===== src/rtl/two_wire_consts.vh =====
// constants for the two-wire slave port: register indices, fields, resets, timing
`ifndef TWO_WIRE_CONSTS_VH
`define TWO_WIRE_CONSTS_VH

// register indices (byte address is four times the index)
`define IDX_CTRL_ONE 10'h014
`define IDX_CTRL_TWO 10'h091
`define IDX_STATUS 10'h094
`define IDX_DATA_BUF 10'h013
`define IDX_SLAVE_ADDR 10'h093
`define IDX_IRQ_FLAGS 10'h00C
`define IDX_PIN_DIR 10'h087

// reset values
`define RST_CTRL_ONE 8'h00
`define RST_CTRL_TWO 8'h00
`define RST_STATUS 8'h00
`define RST_SLAVE_ADDR 8'h00
`define RST_PIN_DIR 8'hFF

// control one fields
`define C1_WCOL 7
`define C1_OVF 6
`define C1_EN 5
`define C1_CKP 4
// control two fields
`define C2_GENERAL_CALL_ENABLE 7
`define C2_ACK_STATUS_BIT 6
`define C2_ACK_LEVEL_BIT 5
`define C2_ACK_SEQUENCE_TRIGGER 4
`define C2_MASTER_RECEIVE_ENABLE 3
`define C2_STOP 2
`define C2_RSTART 1
`define C2_START 0
// irq flag position in the peripheral flag register
`define IRQ_BIT 3
// pin direction bits for scl and sda
`define DIR_SCL 3
`define DIR_SDA 4

// mode codes
`define MODE_MASTER 4'h8
`define MODE_FW_MASTER 4'hB
`define MODE_S7 4'h6
`define MODE_S10 4'h7
`define MODE_S7_SS 4'hE
`define MODE_S10_SS 4'hF

// ten-bit address header pattern
`define TEN_HDR 5'h1E

// bus condition hold time and clock rate
`define COND_NS 4700
`define CLK_MHZ 100
`define COND_CYC ((`COND_NS * `CLK_MHZ + 999) / 1000)

// axi responses
`define RESP_OKAY 2'h0
`define RESP_SLVERR 2'h2

`endif


===== src/rtl/two_wire_slave_port_ctrl.v =====
// two-wire serial port in slave mode with the second control register and axi4-lite access
`timescale 1ns/1ns
`include "two_wire_consts.vh"

module two_wire_slave_port_ctrl (
  // clock and reset
  input wire aclk,
  input wire aresetn,
  // axi4-lite write address and data
  input wire [11:0] awaddr,
  input wire [2:0] awprot,
  input wire awvalid,
  output reg awready,
  input wire [31:0] wdata,
  input wire [3:0] wstrb,
  input wire wvalid,
  output reg wready,
  // axi4-lite write response
  output reg [1:0] bresp,
  output reg bvalid,
  input wire bready,
  // axi4-lite read
  input wire [11:0] araddr,
  input wire [2:0] arprot,
  input wire arvalid,
  output reg arready,
  output reg [31:0] rdata,
  output reg [1:0] rresp,
  output reg rvalid,
  input wire rready,
  // two-wire pins, open drain
  input wire scl_i,
  output reg scl_o,
  output reg scl_oe,
  input wire sda_i,
  output reg sda_o,
  output reg sda_oe
);

  localparam ST_IDLE = 2'h0;
  localparam ST_ADDR = 2'h1;
  localparam ST_RX = 2'h2;
  localparam ST_TX = 2'h3;
  localparam integer COND_CYC_I = `COND_CYC;
  localparam [9:0] COND_LAST = COND_CYC_I[9:0] - 10'h001;
  localparam [9:0] COND_HALF = COND_CYC_I[10:1];

  reg scl_m_q, scl_s_q, scl_p_q, sda_m_q, sda_s_q, sda_p_q;
  reg [7:0] ctrl_one_q, ctrl_two_q, data_buf_q, slave_addr_q, pin_dir_q, shift_q, hi_byte_q;
  reg [1:0] smp_cke_q, state_q, next_q;
  reg data_addr_q, stop_seen_q, start_seen_q, rw_q, ua_q, bf_q, irq_q;
  reg [3:0] bitcnt_q;
  reg ack_pull_q, done_q, ua_hold_q, ten_hi_q, ten_done_q;
  reg [9:0] mtmr_q;
  reg [7:0] rd_mux;
  reg rd_ok, acc, set_ua, is_read, is_data;
  reg [1:0] nxt;

  ////////////////////////////////////////////////////////////////////////////
  // pin synchronisers and bus condition detection
  always @(posedge aclk) begin
    if (!aresetn) begin
      scl_m_q <= 1'b1;
      scl_s_q <= 1'b1;
      scl_p_q <= 1'b1;
      sda_m_q <= 1'b1;
      sda_s_q <= 1'b1;
      sda_p_q <= 1'b1;
    end else begin
      scl_m_q <= scl_i;
      scl_s_q <= scl_m_q;
      scl_p_q <= scl_s_q;
      sda_m_q <= sda_i;
      sda_s_q <= sda_m_q;
      sda_p_q <= sda_s_q;
    end
  end

  wire scl_rise = scl_s_q & ~scl_p_q;
  wire scl_fall = ~scl_s_q & scl_p_q;
  wire start_det = ~sda_s_q & sda_p_q & scl_s_q & scl_p_q;
  wire stop_det = sda_s_q & ~sda_p_q & scl_s_q & scl_p_q;

  // mode decode
  wire [3:0] mode = ctrl_one_q[3:0];
  wire enabled = ctrl_one_q[`C1_EN];
  wire is_master = (mode == `MODE_MASTER) | (mode == `MODE_FW_MASTER);
  wire is_slave = (mode == `MODE_S7) | (mode == `MODE_S10) | (mode == `MODE_S7_SS) |
    (mode == `MODE_S10_SS);
  wire ten_bit = is_slave & mode[0];
  wire ss_irq = is_slave & mode[3];
  wire pins_ok = enabled & (is_master | is_slave) & pin_dir_q[`DIR_SCL] & pin_dir_q[`DIR_SDA];
  wire m_busy = is_master & (|ctrl_two_q[4:0]);
  wire m_cond = ctrl_two_q[`C2_ACK_SEQUENCE_TRIGGER] | ctrl_two_q[`C2_STOP] | ctrl_two_q[`C2_RSTART] |
    (is_master & ctrl_two_q[`C2_START]);

  ////////////////////////////////////////////////////////////////////////////
  // axi4-lite handshakes: address and data taken together, one at a time
  wire wr_go = awvalid & wvalid & ~awready & ~bvalid;
  wire rd_go = arvalid & ~arready & ~rvalid;
  wire [9:0] wr_idx = awaddr[11:2];
  wire [9:0] rd_idx = araddr[11:2];
  wire wr_hit = (wr_idx == `IDX_CTRL_ONE) | (wr_idx == `IDX_CTRL_TWO) |
    (wr_idx == `IDX_STATUS) | (wr_idx == `IDX_DATA_BUF) | (wr_idx == `IDX_SLAVE_ADDR) |
    (wr_idx == `IDX_IRQ_FLAGS) | (wr_idx == `IDX_PIN_DIR);
  wire wr_en = wr_go & wr_hit & wstrb[0];

  always @(posedge aclk) begin
    if (!aresetn) begin
      awready <= 1'b0;
      wready <= 1'b0;
      bvalid <= 1'b0;
      bresp <= `RESP_OKAY;
      arready <= 1'b0;
      rvalid <= 1'b0;
      rresp <= `RESP_OKAY;
      rdata <= 32'h0;
    end else begin
      awready <= wr_go;
      wready <= wr_go;
      if (wr_go) begin
        bvalid <= 1'b1;
        bresp <= wr_hit ? `RESP_OKAY : `RESP_SLVERR;
      end else if (bready) begin
        bvalid <= 1'b0;
      end
      arready <= rd_go;
      if (rd_go) begin
        rvalid <= 1'b1;
        rresp <= rd_ok ? `RESP_OKAY : `RESP_SLVERR;
        rdata <= {24'h0, rd_mux};
      end else if (rready) begin
        rvalid <= 1'b0;
      end
    end
  end

  // read data select
  always @* begin
    rd_ok = 1'b1;
    case (rd_idx)
      `IDX_CTRL_ONE: rd_mux = ctrl_one_q;
      `IDX_CTRL_TWO: rd_mux = ctrl_two_q;
      `IDX_STATUS: rd_mux = {smp_cke_q, data_addr_q, stop_seen_q, start_seen_q, rw_q, ua_q, bf_q};
      `IDX_DATA_BUF: rd_mux = data_buf_q;
      `IDX_SLAVE_ADDR: rd_mux = slave_addr_q;
      `IDX_IRQ_FLAGS: rd_mux = {4'h0, irq_q, 3'h0};
      `IDX_PIN_DIR: rd_mux = pin_dir_q;
      default: begin
        rd_mux = 8'h00;
        rd_ok = 1'b0;
      end
    endcase
  end

  ////////////////////////////////////////////////////////////////////////////
  // address match decision for the byte just shifted in
  always @* begin
    acc = 1'b0;
    set_ua = 1'b0;
    is_read = rw_q;
    is_data = 1'b0;
    nxt = ST_IDLE;
    if (state_q == ST_RX) begin
      acc = 1'b1;
      is_data = 1'b1;
      nxt = ST_RX;
    end else if (state_q == ST_ADDR) begin
      if (ctrl_two_q[`C2_GENERAL_CALL_ENABLE] && shift_q == 8'h00) begin
        acc = 1'b1;
        is_read = 1'b0;
        nxt = ST_RX;
      end else if (!ten_bit) begin
        if (shift_q[7:1] == slave_addr_q[7:1]) begin
          acc = 1'b1;
          is_read = shift_q[0];
          nxt = shift_q[0] ? ST_TX : ST_RX;
        end
      end else if (ten_done_q) begin
        if (shift_q[7:1] == hi_byte_q[7:1] && shift_q[0]) begin
          acc = 1'b1;
          is_read = 1'b1;
          nxt = ST_TX;
        end
      end else if (ten_hi_q) begin
        if (shift_q == slave_addr_q) begin
          acc = 1'b1;
          set_ua = 1'b1;
          is_read = 1'b0;
          nxt = ST_RX;
        end
      end else if (shift_q[7:3] == `TEN_HDR && !shift_q[0] &&
                   shift_q[7:1] == slave_addr_q[7:1]) begin
        acc = 1'b1;
        set_ua = 1'b1;
        is_read = 1'b0;
        nxt = ST_ADDR;
      end
    end
  end

  ////////////////////////////////////////////////////////////////////////////
  // registers, software access and the slave sequencer
  always @(posedge aclk) begin
    if (!aresetn) begin
      ctrl_one_q <= `RST_CTRL_ONE;
      ctrl_two_q <= `RST_CTRL_TWO;
      {smp_cke_q, data_addr_q, stop_seen_q, start_seen_q, rw_q, ua_q, bf_q} <= `RST_STATUS;
      data_buf_q <= 8'h00;
      slave_addr_q <= `RST_SLAVE_ADDR;
      pin_dir_q <= `RST_PIN_DIR;
      irq_q <= 1'b0;
      shift_q <= 8'h00;
      hi_byte_q <= 8'h00;
      state_q <= ST_IDLE;
      next_q <= ST_IDLE;
      bitcnt_q <= 4'h0;
      ack_pull_q <= 1'b0;
      done_q <= 1'b0;
      ua_hold_q <= 1'b0;
      ten_hi_q <= 1'b0;
      ten_done_q <= 1'b0;
      mtmr_q <= 10'h000;
    end else begin
      // software writes first, so hardware sets below win in the same cycle
      if (wr_en) begin
        case (wr_idx)
          `IDX_CTRL_ONE: ctrl_one_q <= wdata[7:0];
          `IDX_CTRL_TWO: begin
            ctrl_two_q[`C2_GENERAL_CALL_ENABLE] <= wdata[`C2_GENERAL_CALL_ENABLE];
            ctrl_two_q[`C2_ACK_LEVEL_BIT] <= wdata[`C2_ACK_LEVEL_BIT];
            if (!m_busy)
              ctrl_two_q[4:0] <= wdata[4:0];
          end
          `IDX_STATUS: smp_cke_q <= wdata[7:6];
          `IDX_DATA_BUF: begin
            if (m_busy) begin
              ctrl_one_q[`C1_WCOL] <= 1'b1;
            end else begin
              data_buf_q <= wdata[7:0];
              shift_q <= wdata[7:0];
              if (is_slave && rw_q)
                bf_q <= 1'b1;
            end
          end
          `IDX_SLAVE_ADDR: begin
            slave_addr_q <= wdata[7:0];
            ua_q <= 1'b0;
            ua_hold_q <= 1'b0;
          end
          `IDX_IRQ_FLAGS: irq_q <= wdata[`IRQ_BIT];
          `IDX_PIN_DIR: pin_dir_q <= wdata[7:0];
          default: ;
        endcase
      end
      // reading the buffer empties it
      if (rd_go && rd_idx == `IDX_DATA_BUF)
        bf_q <= 1'b0;

      // master conditions run a fixed hold then self-clear
      if (m_cond && is_master) begin
        if (mtmr_q == COND_LAST) begin
          mtmr_q <= 10'h000;
          ctrl_two_q[`C2_ACK_SEQUENCE_TRIGGER] <= 1'b0;
          ctrl_two_q[`C2_STOP] <= 1'b0;
          ctrl_two_q[`C2_RSTART] <= 1'b0;
          ctrl_two_q[`C2_START] <= 1'b0;
        end else begin
          mtmr_q <= mtmr_q + 10'h001;
        end
      end else begin
        mtmr_q <= 10'h000;
      end

      if (!enabled) begin
        // disabled port drops the sequencer state and the start and stop flags, keeping the other status bits
        state_q <= ST_IDLE;
        bitcnt_q <= 4'h0;
        ack_pull_q <= 1'b0;
        done_q <= 1'b0;
        ua_hold_q <= 1'b0;
        ten_hi_q <= 1'b0;
        ten_done_q <= 1'b0;
        start_seen_q <= 1'b0;
        stop_seen_q <= 1'b0;
      end else if (start_det) begin
        state_q <= is_slave ? ST_ADDR : ST_IDLE;
        bitcnt_q <= 4'h0;
        ack_pull_q <= 1'b0;
        done_q <= 1'b0;
        start_seen_q <= 1'b1;
        stop_seen_q <= 1'b0;
        if (ss_irq)
          irq_q <= 1'b1;
      end else if (stop_det) begin
        state_q <= ST_IDLE;
        bitcnt_q <= 4'h0;
        ack_pull_q <= 1'b0;
        done_q <= 1'b0;
        ten_hi_q <= 1'b0;
        ten_done_q <= 1'b0;
        start_seen_q <= 1'b0;
        stop_seen_q <= 1'b1;
        if (ss_irq)
          irq_q <= 1'b1;
      end else if (scl_rise) begin
        bitcnt_q <= bitcnt_q + 4'h1;
        if (bitcnt_q < 4'h8 && (state_q == ST_ADDR || state_q == ST_RX ||
            (is_master && ctrl_two_q[`C2_MASTER_RECEIVE_ENABLE])))
          shift_q <= {shift_q[6:0], sda_s_q};
        if (bitcnt_q == 4'h7 && is_master && ctrl_two_q[`C2_MASTER_RECEIVE_ENABLE]) begin
          data_buf_q <= {shift_q[6:0], sda_s_q};
          bf_q <= 1'b1;
          irq_q <= 1'b1;
          ctrl_two_q[`C2_MASTER_RECEIVE_ENABLE] <= 1'b0;
        end
        if (bitcnt_q == 4'h8 && is_master && !ctrl_two_q[`C2_MASTER_RECEIVE_ENABLE])
          ctrl_two_q[`C2_ACK_STATUS_BIT] <= sda_s_q;
        if (bitcnt_q == 4'h8 && state_q == ST_TX && sda_s_q) begin
          state_q <= ST_IDLE;
          done_q <= 1'b0;
          {data_addr_q, rw_q, ua_q} <= 3'h0;
        end
      end else if (scl_fall) begin
        if (state_q == ST_TX && bitcnt_q > 4'h0 && bitcnt_q < 4'h8)
          shift_q <= {shift_q[6:0], 1'b0};
        if (bitcnt_q == 4'h8) begin
          if (state_q == ST_TX) begin
            bf_q <= 1'b0;
            done_q <= 1'b1;
            next_q <= ST_TX;
          end else if (acc) begin
            done_q <= 1'b1;
            next_q <= nxt;
            rw_q <= is_read;
            data_addr_q <= is_data;
            if (set_ua)
              ua_q <= 1'b1;
            if (set_ua && !ten_hi_q) begin
              ten_hi_q <= 1'b1;
              hi_byte_q <= shift_q;
            end
            if (set_ua && ten_hi_q)
              ten_done_q <= 1'b1;
            if (bf_q || ctrl_one_q[`C1_OVF]) begin
              ctrl_one_q[`C1_OVF] <= 1'b1;
            end else begin
              data_buf_q <= shift_q;
              bf_q <= 1'b1;
              ack_pull_q <= 1'b1;
            end
          end else if (state_q == ST_ADDR) begin
            state_q <= ST_IDLE;
          end
        end
        if (bitcnt_q == 4'h9) begin
          bitcnt_q <= 4'h0;
          ack_pull_q <= 1'b0;
          done_q <= 1'b0;
          if (done_q) begin
            irq_q <= 1'b1;
            state_q <= next_q;
            if (ua_q)
              ua_hold_q <= 1'b1;
            if (state_q == ST_ADDR && next_q == ST_TX)
              ctrl_one_q[`C1_CKP] <= 1'b0;
            if (state_q == ST_TX && !bf_q)
              ctrl_one_q[`C1_CKP] <= 1'b0;
            if (state_q == ST_RX && ctrl_two_q[`C2_START] && bf_q)
              ctrl_one_q[`C1_CKP] <= 1'b0;
          end
        end
      end
    end
  end

  ////////////////////////////////////////////////////////////////////////////
  // open-drain pin drivers, registered
  // the last data bit stands through the eighth high time, until the eighth fall
  wire tx_low = (state_q == ST_TX) & ((bitcnt_q < 4'h8) | ((bitcnt_q == 4'h8) & ~done_q)) &
    ~shift_q[7];
  wire m_sda_low = ctrl_two_q[`C2_START] | ctrl_two_q[`C2_RSTART] |
    (ctrl_two_q[`C2_STOP] & (mtmr_q < COND_HALF)) |
    (ctrl_two_q[`C2_ACK_SEQUENCE_TRIGGER] & ~ctrl_two_q[`C2_ACK_LEVEL_BIT]);
  wire scl_low_d = pins_ok & is_slave & (~ctrl_one_q[`C1_CKP] | ua_hold_q);
  wire sda_low_d = pins_ok & ((is_slave & (ack_pull_q | tx_low)) | (is_master & m_sda_low));

  always @(posedge aclk) begin
    if (!aresetn) begin
      scl_o <= 1'b0;
      sda_o <= 1'b0;
      scl_oe <= 1'b0;
      sda_oe <= 1'b0;
    end else begin
      scl_o <= 1'b0;
      sda_o <= 1'b0;
      scl_oe <= scl_low_d;
      sda_oe <= sda_low_d;
    end
  end

endmodule // two_wire_slave_port_ctrl


===== config.mk =====
export PLATFORM = sky130hd
export DESIGN_NAME = two_wire_slave_port_ctrl
export DESIGN_NICKNAME = d
export VERILOG_FILES = /design/src/rtl/two_wire_slave_port_ctrl.v
export VERILOG_INCLUDE_DIRS = /design/src /design/src/rtl
export SDC_FILE = /design/constraint.sdc
export NUM_CORES = 1
export LEC_CHECK = 0
export BUFFER_PORTS_ARGS = -buffer_cell sky130_fd_sc_hd__buf_2
export CAP_MARGIN = 20
export CORE_MARGIN = 2
export CORE_UTILIZATION = 37
export DETAILED_ROUTE_END_ITERATION = 16
export SLEW_MARGIN = 20
export SYNTH_ARGS = -nofsm -noshare
export SYNTH_HDL_FRONTEND = slang
export SYNTH_SLANG_ARGS = --single-unit

===== constraint.sdc =====
create_clock -name aclk -period 2.3 [get_ports aclk]
set_input_delay 0.115 -clock aclk [delete_from_list [all_inputs] [get_ports aclk]]
set_output_delay 0.115 -clock aclk [all_outputs]
set_load 0.02 [all_outputs]

**Yosys cells after proc, flatten, opt, wreduce, memory -nomap -nowiden**

Cells that the tools add are included.

- Word-level logic and storage cells: 444
- Bits in latches: 0
- ROM bits: 0
- Output and inout port bits: 45
- Register bits: 112
- Memories: 0
- Memory bits (writable): 0

- Bitwise logic cells: 72
- Add/sub/neg operators: 2
- Divide/modulo/power cells: 0
- Multipliers: 0
- Magnitude comparators: 3
- Equality and inequality tests: 44
- Reductions and logical operators: 75
- Muxes and demuxes: 205
- Shift-type cells: 0

Operator list:

| operator | count |
|---|---|
| $mux W8 | 23 |
| $mux W1 | 146 |
| $eq A10 B8 Y1 const B | 8 |
| $pmux W8 S7 | 1 |
| $mux W2 | 24 |
| $eq A10 B5 Y1 const B | 4 |
| $reduce_bool A2 Y1 | 17 |
| $and A1 B1 Y1 | 32 |
| $eq A4 B4 Y1 const B | 6 |
| $logic_and A1 B1 Y1 | 23 |
| $or A1 B1 Y1 | 21 |
| $reduce_and A7 Y1 | 3 |
| $eq A10 B4 Y1 const B | 2 |
| $not A1 Y1 | 19 |
| $reduce_and A2 Y1 | 8 |
| $mux W5 | 3 |
| $eq A7 B7 Y1 | 2 |
| $mux W7 | 2 |
| $reduce_and A14 Y1 | 1 |
| $eq A4 B3 Y1 const B | 3 |
| $mux W4 | 3 |
| $ne A6 B4 Y1 const B | 2 |
| $reduce_bool A4 Y1 | 3 |
| $add A10 B1 Y10 const B | 1 |
| other kinds (29) | 44 |

**Longest topological paths before layout**

Gate-level depths: netlist of the first run.

- Depth after elaboration: 20
- Mapped depth: 9
- Gate-level depth less buffers: 9

**Worst setup path before layout of the first run**

Ideal clock, no wire load.

- Kind: register to register
- Start point: reg state_q[0]
- End point: reg hi_byte_q[1]
- Library setup time: 128 ps
- Cell stages (with the launch flop): 9
- Setup slack: 109 ps
- Required time: 2172 ps
- Arrival: 2064 ps
- Clock period less this slack: 2191 ps
- Path through: dfxtp_1 -> inv_1 -> ha_1 -> nor3_1 -> and4_1 -> nand4_1 -> nor4_2 -> mux2i_1 -> nor2_1

- Word-level cells in the longest chain between the ends: 5
- Elaborated cells between the ends (all ways): 10
- Those cells by class: eq/ne: 3; mux: 4; bitwise: 1; reduce/logical: 2

Ends and longest elaborated chain:

| item | line | source |
|---|---|---|
| start, declared | two_wire_slave_port_ctrl.v:50 | `reg [1:0] smp_cke_q, state_q, next_q;` |
| start signal, assigned | two_wire_slave_port_ctrl.v:287 | `state_q <= is_slave ? ST_ADDR : ST_IDLE;` |
| start signal, assigned | two_wire_slave_port_ctrl.v:362 | `state_q <= next_q;` |
| $eq A2 B1 Y1 | two_wire_slave_port_ctrl.v:168 | `end else if (state_q == ST_ADDR) begin` |
| $mux W1 | two_wire_slave_port_ctrl.v:168 |  |
| $mux W1 | two_wire_slave_port_ctrl.v:164 | `if (state_q == ST_RX) begin` |
| $logic_and A1 B1 Y1 | two_wire_slave_port_ctrl.v:339 | `if (set_ua && !ten_hi_q) begin` |
| $reduce_and A9 Y1 (no line) (*) | - |  |
| end signal, assigned | two_wire_slave_port_ctrl.v:341 | `hi_byte_q <= shift_q;` |
| end, declared | two_wire_slave_port_ctrl.v:49 | `reg [7:0] ctrl_one_q, ctrl_two_q, data_buf_q, slave_addr_q, pin_dir_q, shift_q, hi_byte_q;` |

Mark *: on every way between the ends. The rest lies on a longest branch, timed or not.
A chain may end at the register's enable or synchronous reset.

**Worst setup path after layout of the first run**

- Start point: reg slave_addr_q[3]
- End point: reg hi_byte_q[1]

- Word-level cells in the longest chain between the ends: 11
- Elaborated cells between the ends (all ways): 19
- Those cells by class: eq/ne: 2; mux: 14; reduce/logical: 3

Ends and longest elaborated chain:

| item | line | source |
|---|---|---|
| start, declared | two_wire_slave_port_ctrl.v:49 |  |
| start signal, assigned | two_wire_slave_port_ctrl.v:210 | `` slave_addr_q <= `RST_SLAVE_ADDR; `` |
| start signal, assigned | two_wire_slave_port_ctrl.v:247 | `slave_addr_q <= wdata[7:0];` |
| $eq A7 B7 Y1 | two_wire_slave_port_ctrl.v:174, two_wire_slave_port_ctrl.v:193 |  |
| $logic_and A1 B1 Y1 | two_wire_slave_port_ctrl.v:192 | `` end else if (shift_q[7:3] == `TEN_HDR && !shift_q[0] && `` |
| $mux W1 | two_wire_slave_port_ctrl.v:192 |  |
| $mux W1 | two_wire_slave_port_ctrl.v:185 | `end else if (ten_hi_q) begin` |
| $mux W1 | two_wire_slave_port_ctrl.v:179 | `end else if (ten_done_q) begin` |
| $mux W1 | two_wire_slave_port_ctrl.v:173 | `end else if (!ten_bit) begin` |
| $mux W1 | two_wire_slave_port_ctrl.v:169 | `` if (ctrl_two_q[`C2_GENERAL_CALL_ENABLE] && shift_q == 8'h00) begin `` |
| $mux W1 | two_wire_slave_port_ctrl.v:168 |  |
| $mux W1 | two_wire_slave_port_ctrl.v:164 |  |
| $logic_and A1 B1 Y1 | two_wire_slave_port_ctrl.v:339 |  |
| $reduce_and A9 Y1 (no line) (*) | - |  |

Marks and branches as above.

==> results of run 1 <==
[cell usage after synthesis (all sizes together), types with 7 or more instances]
master | count | area share [%]
a21boi | 17 | 2.0
a21oi | 27 | 2.2
a22oi | 26 | 3.1
a31o | 8 | 1.1
buf | 42 | 5.2
clkbuf | 17 | 1.0
dfxtp | 109 | 35
ha | 11 | 2.2
inv | 17 | 1.0
mux2 | 10 | 1.8
mux2i | 50 | 7.9
nand2 | 66 | 3.9
nand2b | 11 | 1.2
nand3 | 21 | 1.7
nand4 | 11 | 1.1
nor2 | 63 | 3.8
nor2b | 29 | 2.9
nor3 | 16 | 1.4
nor4 | 12 | 2.3
o21a | 7 | 0.83
o21ai | 36 | 2.9
xnor2 | 13 | 2.0
xor2 | 14 | 2.1
[final timing paths]
path	start	end	slack [ps]
worst min register to register	scl_m_q	scl_s_q	410
worst max-delay path	slave_addr_q[3]	hi_byte_q[1]	100
worst max register to register	slave_addr_q[3]	hi_byte_q[1]	100
worst min-delay path	rready	rvalid	10
[metal layers]
layer	global-route usage [%]	part of all wire, %	wire length [um]	vias to the layer above
met3	4.09	5.4	973	24
met5	0	0	0	-
li1	-	-	-	2738
met2	31.5	45	8040	163
met1	27.2	48	8550	2644
met4	6.02	1.9	341	0
[cell families (layout without fill, tap and decap cells)]
kind of cell	Yosys count	in the layout	synth area share (%)
muxes	60	60	9.70
AOI/OAI and AO/OA	166	166	19.1
adders and majority gates	11	11	2.18
and+or+nand+nor	268	268	23.1
buffers and inverters	77	161	7.27
other	1	28	0.0593
xor gates and xnor gates	27	27	4.10
DFF	109	109	34.5
[critical path: stages (launching register included)]
cell and delay (ps):
dfxtp_4 370, xnor2_2 150, nand4_1 160, nor4_4 340
buf_4 170, nand4_1 120, nor4_2 320, buf_4 200
mux2i_1 180, nor2_1 50
[through the flow]
step,setup slack (ps),instance area [um2]
3_3_place_gp,45.4,7070
4_1_cts,42.1,7390
2_1_floorplan,109,6420
6_report,96.3,7500
3_5_place_dp,54.1,7070
5_1_grt,-107,7500
[cell type report]
class,count,area share [%]
clock inverter,5,0.784
inverter,18,0.901
clock buffer,11,3.24
multi-input combinational,560,51.0
tap,220,3.67
sequential,109,29.4
timing repair buffer,127,11.0
[registers in the layout, indices dropped and copies added (netlist names), 2 cells and up]
name	count
next_q	2
state_q	2
shift_q	8
slave_addr_q	8
pin_dir_q	8
hi_byte_q	7
ctrl_one_q	8
data_buf_q	8
bitcnt_q	4
mtmr_q	10
ctrl_two_q	8
rdata	8
smp_cke_q	2
[power by group]
group          internal [mW]  switching [mW]  total (mW)  leakage, nW
Sequential              1.89         0.00965        1.90        0.887
Combinational         0.0797           0.172       0.251         1.93
Clock                  0.878           0.740        1.62        0.142
[repair_timing]
item,CTS,global route
gates resized for setup,0,31
endpoints found under the setup margin,0,20
buffers inserted,0,5
endpoints found under the hold margin,2,0
hold buffers,2,0
==> results.md, run 1 <==
- The run finished with clean final reports.
- At the later pin of the worst-skew pair, clock insertion delay measures about 360 ps.
- The final hold slack is about 12 ps.
- The placed cell count is about 1.0k.
- Routability-driven placement finished with a final weighted congestion of between 0.8 and 0.9.
- The worst setup path is launched from a register.
- The area taken by flip-flops and latches is 2200 um2.
- The final number of setup-violating endpoints is 0.
- By startpoint and endpoint, the worst setup path is classified as register to register.
- The clock net sink count is 109.
- The multi-input gate area in the final layout is 3820 um2.
- During placement, the flow inserted port buffers numbering 54.
- The fraction of layout instances using a drive strength above 1 is 25.7%.
- In the layout the commonest cells are dfxtp_1, buf_4, nand2_1.
- The synthesized area per cell is 8.79 um2.
- After the last flow step, the layout net total stands at 911.
- On the final layout, the worst clock skew is 10.9 ps.
- The count of final hold-check violations was 0.
- The unique cell type count in the Yosys netlist is 80.
- The completed layout was analyzed and its total power is 3.77 mW.
- The actual slew at the worst max-slew pin is 709 ps.
- The HPWL after detailed placement is 13.6 mm.
- The first global-routing pass estimated 28.2 mm of wire.
- The share of synthesized registers carrying an async set or reset is 0%.
- The filler-free cell count of the finished design is 1050.
- The remaining antenna violation count after routing is 0.
- The number of max-slew violations in the final report came to 0.
- The cell area after synthesis is 6320 um2.
- The number of top-level pins is 120.
- The number of synthesis warnings is 0.
- In this run the worst path has a maximum fanout of 5.
- Max-cap violations in this run came to 0.
- The worst hold path stage count is 3.
- The share of the clock period used by the worst path after layout is 95.8%.
- No sink is reached through more buffers than the 2 on the longest clock path.
- Cells fill 45.1% of the core in the end.
- The standby leakage power is 2.96 nW.
- The clock transition at the registers of the reported paths is about 70 ps.
- In this run the number of H-tree levels came out at 3.
- For this block, the routed nets add up to 17.9 mm of wire.
- The worst setup path is captured at a register.
- The repair_antennas step left the layout with diodes totalling 0.
- The initial antenna violation count came to 0.
- The total DRC errors in the routed layout is 0.
- The leading cell type in the layout, fill and taps excluded is dfxtp_1.
- For this run, the top clock speed supported by timing is 454 MHz.
- The core outline area is 16600 um2.
- The die boundary height is 135 um.
- Setup repair after global routing could not meet its margin everywhere.
- The TritonCTS clock tree is done.
- The peak supply drop is 0.389 mV.
- The average via count per standard cell is 5.30.
- For this run the aggregate overflow at the end of global routing stands at 0.
- At the worst endpoint, the required time is 2530 ps.
- The routed layout has 5569 vias.
- The violation count after the first detailed-route iteration is 308.
- The number of instances in the synthesized netlist is 719.
- Power spread over the standard cell area amounts to 503 nW/um2.
- The clock buffer count from CTS is 9.
- The number of detailed-route iterations in the first pass is 5.
- The layout overhead on the synthesized area is 18.7%.
- The CTS root buffer is clkbuf_16.
- The detail-routed net length per standard cell is ~17 um.
- The minimum period implied by the final worst setup slack is 2200 ps.
- The path category of the worst min-delay check is input pin to register.
- The number of global-route vias before repair came to 5223.
- Counting cells, the worst reg-to-reg path comes to 9.
- Global routing used 19.9% of the available tracks across all layers.
- Entering global routing, the biggest net connects 30 pins.
- Data on the critical path arrives at its endpoint at 2430 ps.
- The fraction of the yosys area taken by sequential cells is 34.5%.
- The floorplan die area is around 18000 um2.
- The final sum of negative setup slack is 0 ps.
- The number of filler instances in the final layout is 1664.
- In this run, synthesis inferred 0 flip-flops with an integrated enable.
- The flip-flop and latch count after synthesis is 109.
- The initial cell density of the core is 38.0%.
- The worst pin sits at a relative slew slack of approximately 53%.
- The floorplan has between 40 and 50 rows.
- In the synthesized netlist the dominant register cell turns out to be dfxtp_1.
- The chip width is 135 um.
Note: power is estimated with default switching activity, not from simulation.
==> run 2: changes to the inputs <==
--- a/config.mk
+++ b/config.mk
@@ -6,11 +6,12 @@
 export SDC_FILE = /design/constraint.sdc
 export NUM_CORES = 1
 export LEC_CHECK = 0
-export BUFFER_PORTS_ARGS = -buffer_cell sky130_fd_sc_hd__buf_2
+export BUFFER_PORTS_ARGS = -buffer_cell sky130_fd_sc_hd__clkbuf_2
 export CAP_MARGIN = 20
 export CORE_MARGIN = 2
 export CORE_UTILIZATION = 37
 export DETAILED_ROUTE_END_ITERATION = 16
+export MAX_ROUTING_LAYER = met4
 export SLEW_MARGIN = 20
 export SYNTH_ARGS = -nofsm -noshare
 export SYNTH_HDL_FRONTEND = slang
==> run 2 against run 1 <==
  * Power is 3.0% higher
  * Final cell count shrank 1.0%
  * Clock power increased by 7%
  * Fmax rose by 1.4%
  * Critical path type unchanged
  * Final area down 0.98%
==> results.md, run 2 (synthesized netlist as in run 1, its figures left out) <==
- The flow ran to the end, and the final reports show no timing, DRC or antenna violations.
- Using the TritonRoute via totals, the vias-per-cell ratio works out to 5.39.
- The standby leakage power is 2.91 nW.
- The area taken by flip-flops and latches is 2190 um2.
- In the final timing run, aggregate negative setup slack is 0 ps.
- The global-route wire length before repair is 27.8 mm.
- The antenna diode count is 0.
- In this run the remaining antenna-violating nets after routing total 0.
- The reported net switching power is 0.921 mW.
- For the worst setup path, the data arrival time is 2420 ps.
- The largest net degree at the start of global routing is 77.
- The path category of the worst min-delay check is input pin to register.
- In the final layout, the multi-input gates occupy 3800 um2.
- The placed cell count is between 1k and 1.5k.
- The fraction of layout instances using a drive strength above 1 is a little under a quarter.
- Clock tree synthesis inserted a total of 9 buffers.
- After global routing, the most crowded layer is met2.
- The count of final hold-check violations came to 0.
- The top cell types in the final layout, fill and taps aside, are dfxtp_1, nand2_1, nor2_1.
- The register with the most flip-flops in the layout has 10 of them.
- The CTS root buffer is clkbuf_16.
- The cell with the biggest individual delay on the critical path is a2111o_1.
- Global routing used under 10% of the available met3 tracks.
- The smallest clock period supported by the final layout is computed as 2170 ps.
- The tree built by TritonCTS fans out to 109 sinks.
- Summed over all layers, the routed wires come to 17.9 mm.
- The total congestion overflow is 0.
- The final worst slack is ~130 ps.
- Traced cell by cell, the critical path runs through inv_1 -> ha_1 -> and3b_1 -> nand2_1 -> nor2_1 -> inv_1 -> a2111o_1 -> o21ai_0 -> o21ai_1.
- Power comes to 3.89 mW.
- The share of power burned in combinational logic is 6.5%.
- The wire-length estimate of the detail-placed layout is 13.3 mm.
- The most numerous cell type found on the critical path is inv_1.
- The clock transition at the registers of the reported paths is 70 ps.
- The number of max-slew violations in the final report was 0.
- Setup repair after global routing left no endpoint under its margin.
- Net switching is 23.7% of the power.
- The core outline area is 16600 um2.
- The critical path is of the register to register type.
- Global routing consumed, over all layers together, about a fifth of the routing resources.
- The floorplan step defined a die boundary enclosing 18100 um2.
- For this run, the top clock speed supported by timing is 460 MHz.
- Clock skew on the completed layout was measured at 13.3 ps.
- The worst-skew pair later-pin latency is 370 ps.
- The final-stage net count is 900.
- The maximum buffer depth of the clock tree is 2.
- The die is between 100 and 150 um wide.
- Relative to the synthesized area, the layout overhead comes to 17.5%.
- The detail-routed net length per standard cell is 17.3 um.
- The sequential power share is 49.1%.
- The register name with the most flops is mtmr_q.
- The routed via count is 5603.
- The die is 135 um tall.
- At the pin with the least slew margin, the transition time is 652 ps.
- At the placement stage, the worst setup path has a slack of between 15 and 20 ps.
- IR analysis of the VDD net gives a maximum drop of between 0.4 and 0.5 mV.
- In this run the worst path has a maximum fanout of 8.
- The weighted congestion reported at the end of routability-driven placement is approximately 0.9.
- After floorplanning, the core was divided into 47 placement rows.
- The part of the total power dissipated in the clock network is 44.5%.
- The tool flagged a number of max-cap violations equal to 0.
- For this run, the detailed router's first-pass iteration total came to 5.
- The filler-free cell count of the finished design is 1039.
- The TritonCTS clock tree is done.
- CTS built an H-tree with a depth of 3.
- On the worst path, the slowest cell contributes a delay of about 530 ps.
- STA puts the critical path data required time at between 2000 and 3000 ps.
- The internal power of the cells is 2.96 mW.
- Global routing used 27.2% of the available met1 tracks.
- After filler insertion, the fill cell instance count of the layout stands at 1666.
- The detailed router finished its first iteration with ~400 violations.
- The quantity of I/O buffers inserted on ports is 54.
- Dividing total power by cell area gives a power density of 523 nW/um2.
- STA classifies the critical path endpoint as a register.
- The initial utilization of the core area, before any placement, comes to between 30% and 40%.
- The initial antenna violation count came to 0.
- The worst pin sits at a relative slew slack of 56.5%.
- The leading cell type in the layout, fill and taps excluded is dfxtp_1.
- The critical path startpoint category is a register.
- The share of the clock period used by the worst path after layout is between 90% and 100%.
- Setup violations remaining at the end of the flow were counted as 0.
- For met2 alone, demand over resource in global routing was about 31%.
- The number of global-route vias before repair is 5094.
- After detailed routing, the number of remaining DRC violations is 0.
- 120 I/O pins were placed.
run 2: worst paths after layout:
kind	startpoint	endpoint	slack, ps	depth (start not counted)
worst max-delay path	bitcnt_q[0]	data_buf_q[5]	130	9
worst min-delay path	rready	rvalid	20	3
worst max register to register	bitcnt_q[0]	data_buf_q[5]	130	9
worst min register to register	scl_m_q	scl_s_q	420	1
run 2: worst max-delay path, delay by kind of cell (launching register included):
kind	cells	cell delay, ps
AOI/OAI and AO/OA	3	820
buffers and inverters	2	210
adders and majority gates	1	190
and+or+nand+nor	3	520
DFF	1	350
run 2: routing by layer:
| metal | routed length [um] | up-vias |
|---|---|---|
| met5 | 0 | - |
| met4 | 301 | 0 |
| met3 | 1040 | 23 |
| met2 | 8230 | 177 |
| met1 | 8360 | 2683 |
| li1 | - | 2720 |
run 2: final cells by class:
class                           instances  share of cell area, %
Timing Repair Buffer                  116                   10.2
Clock buffer                           11                   3.27
Inverter                               18                  0.910
Multi-Input combinational cell        560                   51.2
Clock inverter                          5                   1.13
Tap cell                              220                   3.71
Sequential cell                       109                   29.5
run 2: timing repair:
action / in CTS / in global routing
gates resized for setup: 1 / 18
hold buffers: 2 / 0
endpoints found under the hold margin: 2 / 0
pin swaps: 0 / 3
setup endpoints to repair: 2 / 20
setup buffers: 0 / 1
run 2: stage by stage:
step | util (%) | hold WS (ps) | cell area, um2
2_1_floorplan | - | 216 | 6420
3_3_place_gp | 42.2 | 300 | 7030
3_5_place_dp | 42.2 | 305 | 7030
4_1_cts | 44.3 | 12.0 | 7380
5_1_grt | 44.6 | 35.2 | 7430
6_report | 44.6 | 22.5 | 7430
run 2: power groups by stage:
stage                     Combinational (mW)  Clock, mW  Sequential [mW]
after floorplan                        0.171          0             1.96
after global placement                 0.245          0             1.95
after detailed placement               0.246          0             1.95
after CTS                              0.249       1.77             1.91
after global routing                   0.272       1.82             1.91
final                                  0.251       1.73             1.91
==> run 3: changes to the inputs <==
--- a/config.mk
+++ b/config.mk
@@ -8,10 +8,14 @@
 export LEC_CHECK = 0
 export BUFFER_PORTS_ARGS = -buffer_cell sky130_fd_sc_hd__clkbuf_2
 export CAP_MARGIN = 20
+export CELL_PAD_IN_SITES_DETAIL_PLACEMENT = 0
+export CELL_PAD_IN_SITES_GLOBAL_PLACEMENT = 1
 export CORE_MARGIN = 2
 export CORE_UTILIZATION = 37
 export DETAILED_ROUTE_END_ITERATION = 16
+export GPL_ROUTABILITY_DRIVEN = 0
 export MAX_ROUTING_LAYER = met4
+export PLACE_DENSITY_LB_ADDON = 0.1
 export SLEW_MARGIN = 20
 export SYNTH_ARGS = -nofsm -noshare
 export SYNTH_HDL_FRONTEND = slang
==> run 3 against run 2 <==
  * Setup slack improved by 7.8 ps
  * Clock skew decreased by 2.6 ps
  * First-iteration DRC count decreased by 0.98%
  * Via count increased by 0.73%
  * Final area increased by 0.86%
  * Clock power decreased by 14%
  * Worst hold slack got worse by 12 ps
  * Utilization increased by 0.38 points
  * Fmax increased by 0.36%
  * Critical path depth unchanged
  * Critical path type unchanged
  * Largest power group unchanged
==> results.md, run 3 (synthesized netlist as in run 1, its figures left out) <==
- The share of the clock period used by the worst path after layout is a little over nine tenths.
- Together, buffers and inverters on the worst path number 2.
- Dividing the detail-routed wire length by the instance count gives 18.5 um.
- The worst hold path stage count is 3.
- The share of total power consumed by net switching is 25.2%.
- The post-route netlist has 25.5% of its cells at a drive strength greater than 1.
- The library cell used most frequently in the layout, excluding fill and tap cells, is dfxtp_1.
- The sequential power share is 52.3%.
- After detailed routing, the number of remaining DRC violations is 0.
- The CTS root buffer is clkbuf_16.
- The die is ~130 um wide.
- The initial antenna violation count is 0.
- CTS saw 109 sinks.
- The worst path needs 2170 ps of the cycle, external delays included.
- The core outline area is around 17000 um2.
- The post-layout utilization of the core is 45.0%.
- Counting flops per register, the top entry is mtmr_q.
- The largest stage delay on the critical path is 520 ps.
- The worst endpoint required time is about 2600 ps.
- The share of power burned in combinational logic is under 10%.
- The HPWL after detailed placement is roughly 15 mm.
- Power spread over the standard cell area amounts to 487 nW/um2.
- For this block, the routed nets add up to 19.4 mm of wire.
- Setup violations remaining at the end of the flow were counted as 0.
- Entering global routing, the biggest net connects 33 pins.
- The startpoint of the worst hold path is rready.
- The run finished with clean final reports.
- In the final layout, the multi-input gates occupy 3820 um2.
- In this run the tool buffered the top-level ports with 54 buffer cells.
- Traced cell by cell, the critical path runs through inv_1 -> ha_2 -> and3b_1 -> nand2_1 -> nor2_1 -> inv_1 -> a2111o_1 -> o21ai_0 -> o21ai_1.
- The top cell types in the final layout, fill and taps aside, are dfxtp_1, buf_4, nand2_1.
- In this run the worst path has a maximum fanout of 8.
- The path category of the worst min-delay check is input pin to register.
- Setup repair after global routing could not meet its margin everywhere.
- The clock transition at the registers of the reported paths is 70 ps.
- The final worst slack is 135 ps.
- The number of global-route vias before repair was approximately 5.5k.
- The register with the most flip-flops in the layout has 10 of them.
- The clock reaches the later pin of the worst-skew pair after 360 ps.
- The cell with the biggest individual delay on the critical path is a2111o_1.
- The count of final hold-check violations is 0.
- The final hold slack is 10.7 ps.
- The number of max-slew violations in the final report is 0.
- No sink is reached through more buffers than the 2 on the longest clock path.
- The overall routing resource usage is 22.4%.
- VDD sags by at most 0.362 mV.
- The relative slew slack is between 50 and 60%.
- The count of maximum capacitance violations is 0.
- STA classifies the critical path endpoint as a register.
- The area growth from synthesis to layout is 18.6%.
- The capture endpoint of the worst hold path is rvalid.
- The number of clock buffers added by TritonCTS is 9.
- The total congestion overflow is 0.
- The first global-routing pass estimated 30.3 mm of wire.
- The startpoint identified for the worst register-to-register timing path is bitcnt_q[0].
- The count of standard-cell rows is 47.
- Among cell families on the critical path, the largest total delay comes from compound AO/OA/AOI/OAI gates.
- The die boundary height is 135 um.
- The critical path's most frequent cell is inv_1.
- The clock tree synthesis step divided the H-tree into 3 levels.
- The clock network is responsible for between 40 and 50% of the overall power.
- The final sum of negative setup slack is 0 ps.
- TritonCTS built the clock tree.
- After filler insertion, the fill cell instance count of the layout stands at 1684.
- The maximum clock skew at final layout is 10.8 ps.
- The endpoint identified for the worst register-to-register timing path is data_buf_q[4].
- At the pin with the least slew margin, the transition time is 712 ps.
- For this design the top-level I/O count stands at 120.
- Measured in cells, the most critical reg-to-reg path has a length of 9.
- The average via count per standard cell is 5.36.
- The overall power after layout is 3.65 mW.
- The maximum achievable frequency is between 400 and 500 MHz.
- The repair_antennas step left the layout with diodes totalling 0.
- The worst setup path is launched from a register.
- The violation count after the first detailed-route iteration is 403.
- The initial cell density of the core is between 30 and 40%.
- The routed layout has 5644 vias.
- In this run the remaining antenna-violating nets after routing total 0.
- The final-stage net count is 916.
- For the worst setup path, the data arrival time is 2420 ps.
- Before CTS, the worst setup slack after placement is between 20 and 25 ps.
- The analysis attributes to net switching a power of between 0.9 and 1 mW.
- The number of detailed-route iterations in the first pass is 7.
- The critical path is of the register to register type.
- The standby leakage power is 2.95 nW.
- The internal power of the cells is between 2 and 3 mW.
- The area taken by flip-flops and latches is 2200 um2.
- The floorplan step defined a die boundary enclosing 18100 um2.
- The minimum setup slack among reg-to-reg paths is between 100 and 150 ps.
==> run 3: how the worst max path moves through the flow <==
stage | start | to | slack [ps] | cells after the start
6_report | bitcnt_q[0] | data_buf_q[4] | 130 | 9
2_1_floorplan | state_q[0] | hi_byte_q[1] | 110 | 8
3_3_place_gp | shift_q[3] | data_buf_q[1] | 100 | 7
4_1_cts | shift_q[2] | hi_byte_q[1] | 1 | 9
3_5_place_dp | shift_q[2] | hi_byte_q[1] | 20 | 9
5_1_grt | bitcnt_q[0] | hi_byte_q[1] | -20 | 10
==> run 3: power groups by stage <==
stage	registers (mW)	clock network [mW]	logic [mW]
6_report	1.91	1.48	0.260
2_1_floorplan	1.96	0	0.171
4_1_cts	1.91	1.54	0.257
5_1_grt	1.91	1.60	0.281
3_3_place_gp	1.95	0	0.251
3_5_place_dp	1.95	0	0.254
==> run 3: per-layer routing <==
metal  global-route usage, %  share of wire, %  wire, um  vias up
met5                       -                 0         0        -
met4                    5.32               1.8       343        0
met3                    3.60               4.7       914       22
met2                    36.2                47      9190      150
met1                    29.3                46      8990     2727
li1                        -                 -         -     2745
==> run 3: final cells by class <==
cell class                      count  share of cell area, %
Timing Repair Buffer              132                   11.5
Inverter                           18                  0.902
Tap cell                          220                   3.67
Clock buffer                       10                   3.19
Sequential cell                   109                   29.3
Multi-Input combinational cell    560                   51.0
Clock inverter                      4                  0.351
==> run 3: what timing repair did <==
action,CTS,global route
endpoints found under the hold margin,2,0
hold buffers,2,0
setup endpoints to repair,0,26
gates resized for setup,0,24
setup buffers,0,2
==> run 3: tightest hold or removal path, delay by kind of cell <==
family,cells,cell delay (ps)
AND/OR/NAND/NOR,1,80
buffers and inverters,1,70
AO/OA/AOI/OAI,1,60
==> run 3: through the flow <==
step                cells  cell area, um2
floorplan             746            6420
global placement     1035            7130
detailed placement   1035            7130
CTS                  1051            7410
global route         1053            7490
finish               1053            7490
